--- config.mk ---
export PLATFORM = sky130hd
export DESIGN_NAME = dil_top
export DESIGN_NICKNAME = d
export VERILOG_FILES = /design/src/verilog/dil_pkg.sv /design/src/verilog/dil_sleep_seq.sv /design/src/verilog/dil_top.sv
export VERILOG_INCLUDE_DIRS = /design/src /design/src/verilog
export SDC_FILE = /design/constraint.sdc
export NUM_CORES = 1
export LEC_CHECK = 0
export BUFFER_PORTS_ARGS = -buffer_cell sky130_fd_sc_hd__buf_4
export CORE_UTILIZATION = 45
export DETAILED_ROUTE_END_ITERATION = 6
export GPL_ROUTABILITY_DRIVEN = 0
export PLACE_DENSITY = 0.68
export SLEW_MARGIN = 20
export SYNTH_ARGS = -nofsm -noshare
export SYNTH_HDL_FRONTEND = slang
export SYNTH_SLANG_ARGS = --single-unit
--- constraint.sdc ---
create_clock -name mclk -period 4.7 [get_ports mclk]
set_input_delay 0.705 -clock mclk [delete_from_list [all_inputs] [get_ports mclk]]
set_output_delay 0.705 -clock mclk [all_outputs]
set_load 0.03 [all_outputs]
--- src/verilog/dil_regs.svh ---
// constants of the converter input latch and sleep sequencer
`ifndef DIL_REGS_SVH
`define DIL_REGS_SVH

`define DIL_WIDTH          14
`define DIL_MSB            13
`define DIL_MODE_BINARY    1'b0
`define DIL_MODE_TWOS      1'b1
`define DIL_CLK_PERIOD_NS  50
`define DIL_PDN_TIME_NS    5000
`define DIL_PUP_TIME_NS    3000000
// longest time rounds down, least time rounds up
`define DIL_PDN_CYCLES     (`DIL_PDN_TIME_NS / `DIL_CLK_PERIOD_NS)
`define DIL_PUP_CYCLES     ((`DIL_PUP_TIME_NS + `DIL_CLK_PERIOD_NS - 1) / `DIL_CLK_PERIOD_NS)

`endif

--- src/verilog/dil_pkg.sv ---
// types shared by the converter input latch and sleep sequencer
package dil_pkg;

    typedef enum logic [1:0] {
        DIL_ACTIVE   = 2'b00,
        DIL_PWR_DOWN = 2'b01,
        DIL_ASLEEP   = 2'b10,
        DIL_PWR_UP   = 2'b11
    } dil_state_type;

    typedef struct packed {
        logic [13:0] primary;
        logic [13:0] complementary;
    } dil_pair_type;

endpackage

--- src/verilog/dil_sleep_seq.sv ---
// sleep power-down and power-up sequencer
`timescale 1ns/1ps
`default_nettype none
`include "dil_regs.svh"

module dil_sleep_seq #(
    parameter int PDN_CYCLES = `DIL_PDN_CYCLES,
    parameter int PUP_CYCLES = `DIL_PUP_CYCLES
) (
    input  wire logic               mclk,
    input  wire logic               reset_n,
    input  wire logic               clk_en,
    input  wire logic               sleep_sync,
    output var dil_pkg::dil_state_type state,
    output logic                    analog_on
);

    localparam int CW = $clog2(PUP_CYCLES + PDN_CYCLES + 1);

    dil_pkg::dil_state_type state_q;
    dil_pkg::dil_state_type state_d;
    logic [CW-1:0]          cnt_q;

    // ---------------------------------------------------------------
    // state machine
    // ---------------------------------------------------------------
    always_comb begin
        state_d = state_q;
        case (state_q)
            dil_pkg::DIL_ACTIVE: begin
                if (sleep_sync) state_d = dil_pkg::DIL_PWR_DOWN;
            end
            dil_pkg::DIL_PWR_DOWN: begin
                // finishes even if sleep drops: a half-off array is unsafe
                if (cnt_q == CW'(PDN_CYCLES - 1)) state_d = dil_pkg::DIL_ASLEEP;
            end
            dil_pkg::DIL_ASLEEP: begin
                if (!sleep_sync) state_d = dil_pkg::DIL_PWR_UP;
            end
            default: begin
                if (sleep_sync) begin
                    state_d = dil_pkg::DIL_PWR_DOWN;
                end else if (cnt_q == CW'(PUP_CYCLES - 1)) begin
                    state_d = dil_pkg::DIL_ACTIVE;
                end
            end
        endcase
    end

    always_ff @(posedge mclk) begin
        if (!reset_n) begin
            state_q <= dil_pkg::DIL_ACTIVE;
        end else if (clk_en) begin
            state_q <= state_d;
        end
    end

    always_ff @(posedge mclk) begin
        if (!reset_n) begin
            cnt_q <= '0;
        end else if (clk_en) begin
            if (state_d != state_q) cnt_q <= '0;
            else                    cnt_q <= cnt_q + CW'(1);
        end
    end

    assign state     = state_q;
    assign analog_on = (state_q == dil_pkg::DIL_ACTIVE);

    // ---------------------------------------------------------------
    // checks
    // ---------------------------------------------------------------
    property p_pup_length;
        @(posedge mclk) disable iff (!reset_n)
        $rose(state_q == dil_pkg::DIL_ACTIVE) |->
            $past(state_q) == dil_pkg::DIL_PWR_UP &&
            $past(cnt_q) == CW'(PUP_CYCLES - 1);
    endproperty
    a_pup_length: assert property (p_pup_length)
        else $error("left power-up before its full count");

    property p_pdn_length;
        @(posedge mclk) disable iff (!reset_n)
        state_q == dil_pkg::DIL_PWR_DOWN |-> cnt_q < CW'(PDN_CYCLES);
    endproperty
    a_pdn_length: assert property (p_pdn_length)
        else $error("power-down ran past its limit");

    c_full_cycle: cover property (@(posedge mclk) disable iff (!reset_n)
        $rose(state_q == dil_pkg::DIL_ACTIVE)
        && $past(state_q) == dil_pkg::DIL_PWR_UP);

endmodule
`default_nettype wire

--- src/verilog/dil_top.sv ---
// input latch, format conversion and sleep control of the converter
`timescale 1ns/1ps
`default_nettype none
`include "dil_regs.svh"

// Summary of operation
// - word captured on each rising clock edge with clk_en high while powered up
// - word is 14 bits, bit 13 most significant
// - primary output full scale at all ones in binary coding
// - complementary output full scale at all zeros in binary coding
// - coding straight binary or twos complement
// - mode defaults to zero when left low
// - sleep asynchronous, active high, powers down
// - power down within 5 us, up 3 ms
module dil_top #(
    parameter int WIDTH      = `DIL_WIDTH,
    parameter int PDN_CYCLES = `DIL_PDN_CYCLES,
    parameter int PUP_CYCLES = `DIL_PUP_CYCLES
) (
    input  wire logic             mclk,
    input  wire logic             reset_n,
    input  wire logic             clk_en,
    input  wire logic [WIDTH-1:0] sample_in,
    input  wire logic             mode_sel,
    input  wire logic             sleep,
    output logic      [WIDTH-1:0] primary_current_out,
    output logic      [WIDTH-1:0] complementary_current_out,
    output logic                  output_valid,
    output logic                  powered_down
);

    // ---------------------------------------------------------------
    // pin synchronisers
    // ---------------------------------------------------------------
    logic sleep_s1_q;
    logic sleep_s2_q;
    logic mode_s1_q;
    logic mode_s2_q;

    always_ff @(posedge mclk) begin
        if (!reset_n) begin
            sleep_s1_q <= 1'b0;
            sleep_s2_q <= 1'b0;
        end else if (clk_en) begin
            sleep_s1_q <= sleep;
            sleep_s2_q <= sleep_s1_q;
        end
    end

    // the pin has a pulldown, so an idle pin resets to binary coding
    always_ff @(posedge mclk) begin
        if (!reset_n) begin
            mode_s1_q <= `DIL_MODE_BINARY;
            mode_s2_q <= `DIL_MODE_BINARY;
        end else if (clk_en) begin
            mode_s1_q <= mode_sel;
            mode_s2_q <= mode_s1_q;
        end
    end

    // ---------------------------------------------------------------
    // sleep sequencer
    // ---------------------------------------------------------------
    dil_pkg::dil_state_type state;
    logic                   analog_on;

    dil_sleep_seq #(
        .PDN_CYCLES (PDN_CYCLES),
        .PUP_CYCLES (PUP_CYCLES)
    ) u_seq (
        .mclk       (mclk),
        .reset_n    (reset_n),
        .clk_en     (clk_en),
        .sleep_sync (sleep_s2_q),
        .state      (state),
        .analog_on  (analog_on)
    );

    // the raw pin is or-ed in so power-down shows even with no clock;
    // the sequencer still waits for the synchronised copy
    assign powered_down = sleep | ~analog_on;
    assign output_valid = analog_on;

    // ---------------------------------------------------------------
    // format conversion
    // ---------------------------------------------------------------
    logic [WIDTH-1:0] conv_code;
    logic [WIDTH-1:0] comp_code;

    genvar gi;
    generate
        for (gi = 0; gi < WIDTH; gi = gi + 1) begin : g_bit
            if (gi == `DIL_MSB) begin : g_msb
                // twos complement becomes offset binary
                assign conv_code[gi] = sample_in[gi] ^ mode_s2_q;
            end else begin : g_lsb
                assign conv_code[gi] = sample_in[gi];
            end
            assign comp_code[gi] = ~conv_code[gi];
        end
    endgenerate

    // ---------------------------------------------------------------
    // input latch
    // ---------------------------------------------------------------
    dil_pkg::dil_pair_type pair_q;

    // one word per edge with no buffer: a faster source loses words
    always_ff @(posedge mclk) begin
        if (!reset_n) begin
            pair_q <= '0;
        end else if (clk_en) begin
            if (analog_on) begin
                pair_q.primary       <= conv_code;
                pair_q.complementary <= comp_code;
            end else begin
                // switched off array sources no current on either side
                pair_q <= '0;
            end
        end
    end

    assign primary_current_out       = pair_q.primary;
    assign complementary_current_out = pair_q.complementary;

    // ---------------------------------------------------------------
    // checks
    // ---------------------------------------------------------------
    localparam logic [WIDTH-1:0] ONES    = '1;
    localparam logic [WIDTH-1:0] MAX_POS = ONES >> 1;

    property p_capture;
        @(posedge mclk) disable iff (!reset_n)
        clk_en && analog_on |=> primary_current_out == $past(conv_code);
    endproperty
    a_capture: assert property (p_capture)
        else $error("latched word does not match captured input");

    property p_lsb_pass;
        @(posedge mclk) disable iff (!reset_n)
        clk_en && analog_on |=>
            primary_current_out[`DIL_MSB-1:0] ==
            $past(sample_in[`DIL_MSB-1:0]);
    endproperty
    a_lsb_pass: assert property (p_lsb_pass)
        else $error("low bits altered by conversion");

    property p_full_scale;
        @(posedge mclk) disable iff (!reset_n)
        clk_en && analog_on && mode_s2_q == `DIL_MODE_BINARY
            && sample_in == ONES |=> primary_current_out == ONES;
    endproperty
    a_full_scale: assert property (p_full_scale)
        else $error("all ones did not give full scale");

    property p_differential;
        @(posedge mclk) disable iff (!reset_n)
        clk_en && analog_on |=>
            (primary_current_out ^ complementary_current_out) == ONES;
    endproperty
    a_differential: assert property (p_differential)
        else $error("outputs are not complementary");

    property p_twos_max;
        @(posedge mclk) disable iff (!reset_n)
        clk_en && analog_on && mode_s2_q == `DIL_MODE_TWOS
            && sample_in == MAX_POS |=> primary_current_out == ONES;
    endproperty
    a_twos_max: assert property (p_twos_max)
        else $error("largest twos complement word not full scale");

    property p_msb_flip;
        @(posedge mclk) disable iff (!reset_n)
        clk_en && analog_on |=>
            primary_current_out[`DIL_MSB] ==
            ($past(sample_in[`DIL_MSB]) ^ $past(mode_s2_q));
    endproperty
    a_msb_flip: assert property (p_msb_flip)
        else $error("msb not handled per coding mode");

    property p_mode_default;
        @(posedge mclk) disable iff (!reset_n)
        $rose(reset_n) |-> mode_s2_q == `DIL_MODE_BINARY;
    endproperty
    a_mode_default: assert property (p_mode_default)
        else $error("mode not binary after reset");

    property p_sleep_async;
        @(posedge mclk) disable iff (!reset_n)
        sleep |-> powered_down;
    endproperty
    a_sleep_async: assert property (p_sleep_async)
        else $error("sleep high but not shown powered down");

    property p_sleep_stop;
        @(posedge mclk) disable iff (!reset_n)
        clk_en && sleep_s2_q && analog_on |=> !analog_on ##1
            (!$past(clk_en) || (primary_current_out == '0
            && complementary_current_out == '0));
    endproperty
    a_sleep_stop: assert property (p_sleep_stop)
        else $error("converter not stopped after sleep");

    c_binary: cover property (@(posedge mclk) disable iff (!reset_n)
        clk_en && analog_on && mode_s2_q == `DIL_MODE_BINARY);
    c_twos: cover property (@(posedge mclk) disable iff (!reset_n)
        clk_en && analog_on && mode_s2_q == `DIL_MODE_TWOS);
    c_sleep: cover property (@(posedge mclk) disable iff (!reset_n)
        state == dil_pkg::DIL_ASLEEP);

endmodule
`default_nettype wire

# Word level (Yosys, flattened, before mapping)
# Cells that the tools add are included.
# totals
wordCells	40
ff_bits	50
n_memories	0
rom_bits	0
mem_bits_rw	0
latch_bits	0
# classes
add_sub_neg	1
n_shift	0
reduce_logical	1
order_cmp	0
mux	8
div	0
eq_ne	5
mul	0
n_bitwise	17
# op_table
operator	count
28-bit two-way mux	1
16-bit by 1-bit adder with 16-bit output, second input constant	1
16-bit == test, second input constant	1
16-bit by 7-bit == test with 1-bit output, second input constant	1
16-bit two-way mux	1
1-bit NOT	15
2-bit two-way mux	5
2-bit one-hot mux with 3 select lines	1
2-bit by 1-bit == test with 1-bit output, second input constant	1
2-bit == test, second input constant	1
2-bit zero test	1
2-bit != test	1
1-bit bitwise OR	1
1-bit bitwise XOR	1

# Longest topological paths before layout
# Gate-level depths: netlist of the first run.
# logic_depth
depth_word	6
ltp_mapped	7

# By module
# A second synthesis of the first run with hierarchy kept.
# unflattened
cells_unflattened	250
area_unflattened_um2	2327.2
# modules_own_cells
mod	instances	seq_area_each_um2	cells_per_inst	area_each_um2
dil_top	1	640.6	137	1345.0
dil_sleep_seq	1	360.3	113	982.2

# Worst setup path after synthesis of the first run
# No wires, ideal clock.
# synth_timing
path_kind	input-to-output
start	input port sleep
end	output port powered_down
n_path_buf	0
setup_slack_ps	2808
arrival_time_ps	1187
stages	1
cell_sequence	or3_1
# synth_between
elab_chain_cells	1
# synth_rtl
item	line	text
start: declaration	dil_top.sv:25	input wire logic sleep,
1-bit bitwise OR	dil_top.sv:81	assign powered_down = sleep | ~analog_on;
end: declaration	dil_top.sv:29	output logic powered_down
# Every way passes these cells.

# Final worst setup path of the first run
# layout_timing
start	register u_seq.state_q[1], in the netlist u_seq.state[1]
end	output port output_valid
# layout_between
elab_chain_cells	1
# layout_rtl
item	line	text
start: declaration	dil_sleep_seq.sv:20	dil_pkg::dil_state_type state_q;
start signal: assignment	dil_sleep_seq.sv:52	state_q <= dil_pkg::DIL_ACTIVE;
start signal: assignment	dil_sleep_seq.sv:54	state_q <= state_d;
2-bit zero test	dil_sleep_seq.sv:68	assign analog_on = (state_q == dil_pkg::DIL_ACTIVE);
end: declaration	dil_top.sv:28	output logic output_valid,
# Every way passes these cells.

==> results_dict.tcl, run 1 <==
set metrics [dict create \
    sum_of_internal_switching_and_leakage_power_mw 0.891 \
    maxSlewViolCount 0 \
    timing_worst_slew_pin_value_ns 0.551 \
    place.port_buffers 48 \
    critPathKind "flop to output pin" \
    design.final.nets 314 \
    average_detailed_routed_wire_length_per_instance_um 13.5 \
    worst_ir_drop_vdd_mv 0.146 \
    drt-total-wl_um 4930 \
    vias 1917 \
    die_h_um 74.7 \
    postSynth.asyncResetShare_pct 0 \
    crit_start "u_seq.state[1]" \
    detail_route.drc_violations 0 \
    detailed_place_hpwl_um 3230 \
    unrepaired_setup_endpoints_after_global_routing "no" \
    grt_first_pass_wirelength_um 7960 \
    worstSkewPairLatency_ns 0.30 \
    yosys.cell_types.count 51 \
    worstHoldPathType "flop to flop" \
    end_kind "output pin" \
    tritoncts "done" \
    grtUsageTotal_pct 18.7 \
    netlist_instances 256 \
    power.density_cell_area_nw_per_um2 311 \
    first_pass_iters 4 \
    worst-endpoint-arrival_ns 1.75 \
    final-seq-area_um2 1000 \
    cp_cell_sequence "or2_1, inv_2, buf_4" \
    synth_ff_type "sky130_fd_sc_hd__dfxtp_1" \
    worstReg2RegStart "u_seq.cnt_q[0]" \
    final.setup_skew_ns 0.00941 \
    cp.required_ns 3.99 \
    die_x_um 74.7 \
    maxCapViolations 0 \
    timing.final.ws_setup_ns 2.25 \
    ys_seq_elements 50 \
    status "finished, final reports clean" \
    number_of_levels_the_h_tree_was_split_into 2 \
    clock-sinks 50 \
    post_route_clock_period_utilization_pct 52.1 \
    critPathSlowestCell "sky130_fd_sc_hd__or2_1" \
    syn_nets 276 \
    netlist_area_um2 2380 \
    pin_count 49 \
    postCtsHoldBufs 0 \
    cts_root_buffer "sky130_fd_sc_hd__clkbuf_8" \
    setup-violations-final 0 \
    vias_in_the_first_global_route 1710 \
    grt_max_degree 53 \
    antenna_cells 0 \
    critical_path.max_stage_delay_ns 0.50 \
    pre_cts_slack_ns 2.56 \
    overflow_left_after_global_routing 0 \
    start_util_pct 46.6 \
    synth-warning-count 0 \
    floorplan.core_area_um2 5110 \
    critical_path_peak_fanout 15 \
    detail_route.iter0.violations 126 \
    critical_path_start_type "flop" \
    synth_seq_area_share_pct 42.1 \
    rrSetupSlack_ns 2.60 \
    final.min_clock_period_ns 2.45 \
    finalSetupTns_ns 0 \
    clock_path_buffers 2 \
    num_rows 26 \
    die-area_um2 5580 \
    antenna_found_initial 0 \
    worstReg2RegEnd "u_seq.cnt_q[4]" \
    tritoncts.num_buffers 5 \
    crit_path_capture "output_valid" \
    avgViaCountPerCell 5.25 \
    antenna_left 0 \
    post_cts_buffers 0 \
    cts.repair.resized 0 \
    area_taken_by_multi_input_logic_gates_um2 1270 \
    worstRegToRegCells 6 \
    slew-limit-headroom_pct 63.2 \
    layout.filler_cells 484 \
    max_clock_freq_mhz 408 \
    layout-area-overhead-vs-synth_pct 20.5 \
    power_leakage_nw 1.06 \
    clk_pin_slew_worst_paths_ns 0.09 \
    drive_above_1_share_pct 27.1 \
    final-hold-violation-count 0 \
    synth-edff-count 0 \
    synth_area_per_cell_um2 9.29 \
]
==> worst max-delay path, delay by kind of cell, from the launching register on <==
| kind | cells | cell delay, ns |
|---|---|---|
| and+or+nand+nor | 1 | 0.50 |
| buffers and inverters | 2 | 0.49 |
| DFF | 1 | 0.45 |
==> synth_stat cells (3+ instances only) <==
master	count	area (µm²)
sky130_fd_sc_hd__a21boi_0	13	97.6
sky130_fd_sc_hd__a21oi_1	14	70.1
sky130_fd_sc_hd__buf_2	3	15.0
sky130_fd_sc_hd__clkbuf_1	11	41.3
sky130_fd_sc_hd__dfxtp_1	50	1000
sky130_fd_sc_hd__mux2i_1	4	40.0
sky130_fd_sc_hd__nand2_1	24	90.1
sky130_fd_sc_hd__nand3_1	17	85.1
sky130_fd_sc_hd__nand4_1	5	31.3
sky130_fd_sc_hd__nor2_1	3	11.3
sky130_fd_sc_hd__nor2b_1	19	119
sky130_fd_sc_hd__nor3_1	16	80.1
sky130_fd_sc_hd__nor3b_1	5	37.5
sky130_fd_sc_hd__nor3b_2	11	138
sky130_fd_sc_hd__nor4_1	3	18.8
sky130_fd_sc_hd__xnor2_1	8	70.1
sky130_fd_sc_hd__xor2_1	7	61.3
==> logic make-up (layout without fill, tap and decap cells) <==
kind of cell	after synthesis	count (layout)	synth area share, %
DFF	50	50	42.1
and+or+nand+nor	124	124	34.3
buffers and inverters	22	61	4.37
muxes	4	4	1.68
AOI/OAI and AO/OA	40	40	11.5
adders and majority gates	1	1	0.526
xor gates and xnor gates	15	15	5.52
==> cells in the final DEF (no fill, tap or decap), drive strengths merged, types with 2 or more instances in the layout <==
cell type	n
dfxtp	50
buf	49
nand2	24
nor2b	19
nand3	18
nor3	16
nor3b	16
a21oi	15
a21boi	15
xnor2	8
xor2	7
clkbuf	6
nand4	6
mux2i	4
nor4	4
inv	4
nor4b	4
nor2	3
o21a	3
and3	3
or3	2
o22ai	2
and4	2
==> sequential cells by signal, summed over array words and instances, names as in the netlist <==
signal,cells
mode_s2_q,1
mode_s1_q,1
complementary_current_out,14
sleep_s1_q,1
u_seq.state,2
u_seq.cnt_q,16
primary_current_out,14
sleep_s2_q,1
==> area by class of cell <==
class	instances	share of cell area (%)
Sequential cell	50	34.9
Inverter	4	0.524
Timing Repair Buffer	49	12.8
Clock buffer	6	2.88
Clock inverter	2	1.35
Tap cell	70	3.06
Multi-Input combinational cell	184	44.4
==> routing by layer <==
| layer | GRT usage (%) | wire length (µm) | vias up |
|---|---|---|---|
| met3 | 4.95 | 196 | 2 |
| li1 | - | - | 974 |
| met4 | 5.66 | 32 | 0 |
| met1 | 25.1 | 2290 | 900 |
| met5 | 0 | 0 | - |
| met2 | 29.6 | 2400 | 41 |
==> worst min path at each step <==
stage                             from                       to  slack (ns)  cells past startpoint
2_1_floorplan                mode_s1_q                mode_s1_q        0.48                      2
3_3_place_gp    primary_current_out[7]   primary_current_out[7]        0.45                      2
3_5_place_dp   primary_current_out[11]  primary_current_out[11]        0.46                      2
4_1_cts        primary_current_out[11]  primary_current_out[11]        0.47                      2
5_1_grt        primary_current_out[11]  primary_current_out[11]        0.49                      2
6_report       primary_current_out[11]  primary_current_out[11]        0.46                      2
==> metrics by stage <==
stage / hold slack, ns / std cells / util (%) / cell area [µm²]
2_1_floorplan: 0.482 / 256 / - / 2380
3_3_place_gp: 0.452 / 357 / 53.7 / 2750
3_5_place_dp: 0.456 / 357 / 53.7 / 2750
4_1_cts: 0.469 / 365 / 56.1 / 2870
5_1_grt: 0.494 / 365 / 56.1 / 2870
6_report: 0.463 / 365 / 56.1 / 2870
==> power breakdown <==
group | internal [mW] | total [mW] | switching, mW
Combinational | 0.0507 | 0.119 | 0.0680
Sequential | 0.440 | 0.451 | 0.0107
Clock | 0.175 | 0.322 | 0.147
Total | 0.666 | 0.891 | 0.225
Power figures use the tool's default switching activity.
==> run 2: changes to the inputs <==
--- a/config.mk
+++ b/config.mk
@@ -10,7 +10,7 @@
 export CORE_UTILIZATION = 45
 export DETAILED_ROUTE_END_ITERATION = 6
 export GPL_ROUTABILITY_DRIVEN = 0
-export PLACE_DENSITY = 0.68
+export PLACE_DENSITY = 0.7
 export SLEW_MARGIN = 20
 export SYNTH_ARGS = -nofsm -noshare
 export SYNTH_HDL_FRONTEND = slang
==> constraint.sdc (replaced) <==
create_clock -name mclk -period 2.1 [get_ports mclk]
set_input_delay 0.315 -clock mclk [delete_from_list [all_inputs] [get_ports mclk]]
set_output_delay 0.315 -clock mclk [all_outputs]
set_load 0.03 [all_outputs]
==> results_dict.tcl, run 2 (same netlist as run 1, synthesis figures left out) <==
set metrics [dict create \
    unrepaired_setup_endpoints_after_global_routing "no" \
    cts_root_buffer "sky130_fd_sc_hd__clkbuf_8" \
    fin_worst_hold_slack_ns 0.283 \
    internal_power_mw 1.46 \
    timing.final.ws_setup_ns 0.165 \
    grt_max_degree 53 \
    maxCapViolations 0 \
    clock_path_buffers 2 \
    timing_worst_slew_pin_value_ns 0.419 \
    tritoncts "done" \
    drt-total-wl_um 4770 \
    max_clock_freq_mhz 517 \
    critical_path.max_stage_delay_ns 0.45 \
    layout.filler_cells 471 \
    critical_path_peak_fanout 13 \
    overflow_left_after_global_routing 0 \
    worstHoldPathType "input pin to flop" \
    drive_above_1_share_pct 27.6 \
    post_route_clock_period_utilization_pct 92.1 \
    comb_power_share_pct 13.8 \
    layout_commonest_cell "sky130_fd_sc_hd__buf_4" \
    end_kind "flop" \
    grt_first_pass_wirelength_um 7700 \
    critical_path_start_type "flop" \
    power.density_cell_area_nw_per_um2 676 \
    antenna_found_initial 0 \
    vias 1927 \
    status "finished, final reports clean" \
    power_leakage_nw 1.07 \
    die-area_um2 5580 \
    layout-area-overhead-vs-synth_pct 21.3 \
    maxSlewViolCount 0 \
    critPathSlowestCell "sky130_fd_sc_hd__dfxtp_1" \
    cp.required_ns 2.28 \
    cts.repair.resized 0 \
    max_flop_register "u_seq.cnt_q" \
    cp_cell_sequence "ha_1, and4b_1, nand4_1, a21oi_4, o21a_4, nor3b_1" \
    final.min_clock_period_ns 1.93 \
    num_rows 26 \
    post_cts_buffers 0 \
    switching_share_pct 25.2 \
    antenna_cells 0 \
    antenna_left 0 \
    pre_cts_slack_ns 0.108 \
    detailed_place_hpwl_um 3120 \
    finalSetupTns_ns 0 \
    floorplan.core_area_um2 5110 \
    tritoncts.num_buffers 5 \
    design.final.nets 316 \
    placedInstanceArea_um2 2760 \
    pin_count 49 \
    finish.instance_area_um2 2880 \
    slew-limit-headroom_pct 72.1 \
    first_pass_iters 4 \
    power.net_switching_mw 0.492 \
    clock-sinks 50 \
    worstSkewPairLatency_ns 0.29 \
    vias_in_the_first_global_route 1652 \
    worst-endpoint-arrival_ns 2.12 \
    share_seq_of_total_power_pct 51.8 \
    flip_flop_count_of_the_largest_register_after_layout 16 \
    critPathKind "flop to flop" \
    worst_ir_drop_vdd_mv 0.439 \
    pwr-share-clk_pct 34.5 \
    final.setup_skew_ns 0.00480 \
    most-common-layout-cells "51 x sky130_fd_sc_hd__buf_4, 50 x sky130_fd_sc_hd__dfxtp_1, 24 x sky130_fd_sc_hd__nand2_1" \
    average_detailed_routed_wire_length_per_instance_um 13.0 \
    place.port_buffers 48 \
    detail_route.drc_violations 0 \
    die_x_um 74.7 \
    postCtsHoldBufs 0 \
    final-hold-violation-count 0 \
    setup-violations-final 0 \
    start_util_pct 46.6 \
    detail_route.iter0.violations 77 \
    grtUsageTotal_pct 17.8 \
    avgViaCountPerCell 5.25 \
    clk_pin_slew_worst_paths_ns 0.09 \
    number_of_levels_the_h_tree_was_split_into 2 \
    die_h_um 74.7 \
]
run 2: area by class of cell:
| class | instances | area (µm²) | share of cell area [%] |
|---|---|---|---|
| flip-flops and latches | 50 | 1000 | 34.7 |
| clock inverters | 2 | 37.5 | 1.30 |
| clock buffers | 6 | 72.6 | 2.52 |
| inverters | 4 | 15.0 | 0.521 |
| multi-input cells | 184 | 1290 | 44.6 |
| well taps | 70 | 87.6 | 3.04 |
| repair buffers | 51 | 383 | 13.3 |
run 2: final timing paths:
kind	startpoint	end	slack, ns	depth (start not counted)
min reg2reg	primary_current_out[7]	primary_current_out[7]	0.47	2
min	mode_sel	mode_s1_q	0.28	3
max reg2reg	u_seq.cnt_q[0]	u_seq.cnt_q[3]	0.17	6
max	u_seq.cnt_q[0]	u_seq.cnt_q[3]	0.17	6
run 2: stage by stage:
step	total power, mW	instances	util [%]
after floorplan	1.20	256	-
after global placement	1.30	359	54.0
after detailed placement	1.30	359	54.0
after CTS	1.98	367	56.2
after global routing	2.04	367	56.5
final	1.95	367	56.5
run 2: power by group through the flow:
stage	clock, mW	combinational, mW	sequential, mW
finish	0.672	0.268	1.01
global route	0.737	0.291	1.02
CTS	0.700	0.269	1.01
detailed placement	0	0.269	1.03
global placement	0	0.267	1.03
floorplan	0	0.111	1.09
run 2: critical path: cells and delay by family (launching register included):
family,cells,cell delay (ns)
AOI/OAI and AO/OA,2,0.57
and+or+nand+nor,3,0.50
DFF,1,0.45
adders and majority gates,1,0.32
run 2: metal layers:
layer	routed length, µm	global-route usage, %	up-vias
met4	23	5.24	0
met1	2380	24.6	909
li1	-	-	984
met3	149	4.28	2
met2	2220	27.6	32
met5	0	0	-
==> run 3: changes to the inputs <==
--- a/config.mk
+++ b/config.mk
@@ -7,10 +7,9 @@
 export NUM_CORES = 1
 export LEC_CHECK = 0
 export BUFFER_PORTS_ARGS = -buffer_cell sky130_fd_sc_hd__buf_4
-export CORE_UTILIZATION = 45
+export CORE_UTILIZATION = 40
 export DETAILED_ROUTE_END_ITERATION = 6
 export GPL_ROUTABILITY_DRIVEN = 0
-export PLACE_DENSITY = 0.7
 export SLEW_MARGIN = 20
 export SYNTH_ARGS = -nofsm -noshare
 export SYNTH_HDL_FRONTEND = slang
==> results_dict.tcl, run 3 (same netlist as run 1, synthesis figures left out) <==
set metrics [dict create \
    vias_in_the_first_global_route 1899 \
    grtUsageTotal_pct 17.9 \
    end_kind "flop" \
    clock_path_buffers 2 \
    status "finished, final reports clean" \
    worstReg2RegStart "u_seq.cnt_q[0]" \
    worst-endpoint-arrival_ns 2.09 \
    clock-sinks 50 \
    max_flop_register "u_seq.cnt_q" \
    layout_commonest_cell "sky130_fd_sc_hd__buf_4" \
    worst_ir_drop_vdd_mv 0.281 \
    detailed_place_hpwl_um 3430 \
    grt_max_degree 53 \
    overflow_left_after_global_routing 0 \
    cp.required_ns 2.29 \
    unrepaired_setup_endpoints_after_global_routing "no" \
    tritoncts "done" \
    finalSetupTns_ns 0 \
    maxSlewViolCount 0 \
    max_clock_freq_mhz 527 \
    number_of_levels_the_h_tree_was_split_into 2 \
    crit_start "u_seq.cnt_q[0]" \
    pin_count 49 \
    layout-area-overhead-vs-synth_pct 20.0 \
    power.density_cell_area_nw_per_um2 633 \
    final.min_clock_period_ns 1.90 \
    num_rows 27 \
    cts_root_buffer "sky130_fd_sc_hd__clkbuf_8" \
    antenna_left 0 \
    worstReg2RegEnd "u_seq.cnt_q[5]" \
    die-area_um2 6260 \
    power_leakage_nw 1.06 \
    place.port_buffers 48 \
    avgViaCountPerCell 5.11 \
    timing_worst_slew_pin_value_ns 0.420 \
    design.final.nets 317 \
    postCtsHoldBufs 0 \
    average_detailed_routed_wire_length_per_instance_um 14.0 \
    clk_pin_slew_worst_paths_ns 0.09 \
    most-common-layout-cells "52 x sky130_fd_sc_hd__buf_4, 50 x sky130_fd_sc_hd__dfxtp_1, 24 x sky130_fd_sc_hd__nand2_1" \
    antenna_cells 0 \
    grt_first_pass_wirelength_um 8770 \
    start_util_pct 42.4 \
    post_cts_buffers 0 \
    dpl.cell_count 362 \
    worstSkewPairLatency_ns 0.30 \
    worstRegToRegCells 6 \
    final-hold-violation-count 0 \
    flip_flop_count_of_the_largest_register_after_layout 16 \
    die_x_um 79.1 \
    floorplan.core_area_um2 5610 \
    worstHoldPathType "input pin to flop" \
    vias 1887 \
    drt-total-wl_um 5160 \
    rrSetupSlack_ns 0.20 \
    critPathKind "flop to flop" \
    critical_path_peak_fanout 13 \
    detail_route.drc_violations 0 \
    tritoncts.num_buffers 5 \
    crit_path_capture "u_seq.cnt_q[5]" \
    first_pass_iters 4 \
    slew-limit-headroom_pct 72.0 \
    post_route_clock_period_utilization_pct 90.4 \
    detail_route.iter0.violations 55 \
    critical_path_start_type "flop" \
    setup-violations-final 0 \
    final_cell_count_no_fill 369 \
    die_h_um 79.1 \
    maxCapViolations 0 \
    antenna_found_initial 0 \
    final.setup_skew_ns 0.00558 \
    drive_above_1_share_pct 27.9 \
]
[run 3: power by group]
part           internal [mW]  switching (mW)  total, mW
logic                  0.117           0.154      0.271
registers              0.985          0.0237       1.01
clock network          0.224           0.305      0.529
total                   1.33           0.482       1.81
[run 3: worst max-delay path: stages, from the launching register on]
cell and delay [ns]:
sky130_fd_sc_hd__dfxtp_1 0.44, sky130_fd_sc_hd__ha_1 0.30, sky130_fd_sc_hd__and4b_1 0.22, sky130_fd_sc_hd__nand4_1 0.15, sky130_fd_sc_hd__a21oi_2 0.29, sky130_fd_sc_hd__o21a_4 0.31
sky130_fd_sc_hd__nor3b_1 0.08
[run 3: stage by stage]
stage | hold WS (ns) | power, mW | cell area [µm²] | setup WS (ns) | utilization (%)
4_1_cts | 0.259 | 1.83 | 2850 | 0.0972 | 50.8
3_3_place_gp | 0.449 | 1.30 | 2770 | 0.206 | 49.4
6_report | 0.263 | 1.81 | 2860 | 0.202 | 50.9
3_5_place_dp | 0.456 | 1.30 | 2770 | 0.128 | 49.4
5_1_grt | 0.275 | 1.90 | 2860 | 0.0298 | 50.9
2_1_floorplan | 0.481 | 1.20 | 2380 | 0.366 | -
[run 3: worst min-delay path by stage]
stage	from	to	slack, ns	cells after the start
finish	mode_sel	mode_s1_q	0.26	3
global route	sleep	sleep_s1_q	0.27	3
CTS	mode_sel	mode_s1_q	0.26	3
detailed placement	primary_current_out[11]	primary_current_out[11]	0.46	2
global placement	primary_current_out[7]	primary_current_out[7]	0.45	2
floorplan	sample_in[11]	primary_current_out[11]	0.48	2
[run 3: metal layers]
metal / part of all wire [%] / wire length [µm] / track usage, % / vias up
met5: 0 / 0 / 0 / -
li1: - / - / - / 979
met2: 48 / 2480 / 30.0 / 38
met1: 47 / 2420 / 22.6 / 864
met4: 1.4 / 74 / 6.36 / 0
met3: 3.5 / 181 / 3.91 / 6
[run 3: what timing repair did]
action,in CTS,in global routing
hold endpoints to repair,0,0
gates resized for setup,0,1
setup endpoints to repair,0,13
[run 3: cell type report]
type,instances,area [µm²]
inverter,4,15.0
tap,72,90.1
fill,569,2750
timing repair buffer,52,390
clock buffer,5,68.8
multi-input combinational,184,1280
clock inverter,2,10.0
sequential,50,1000
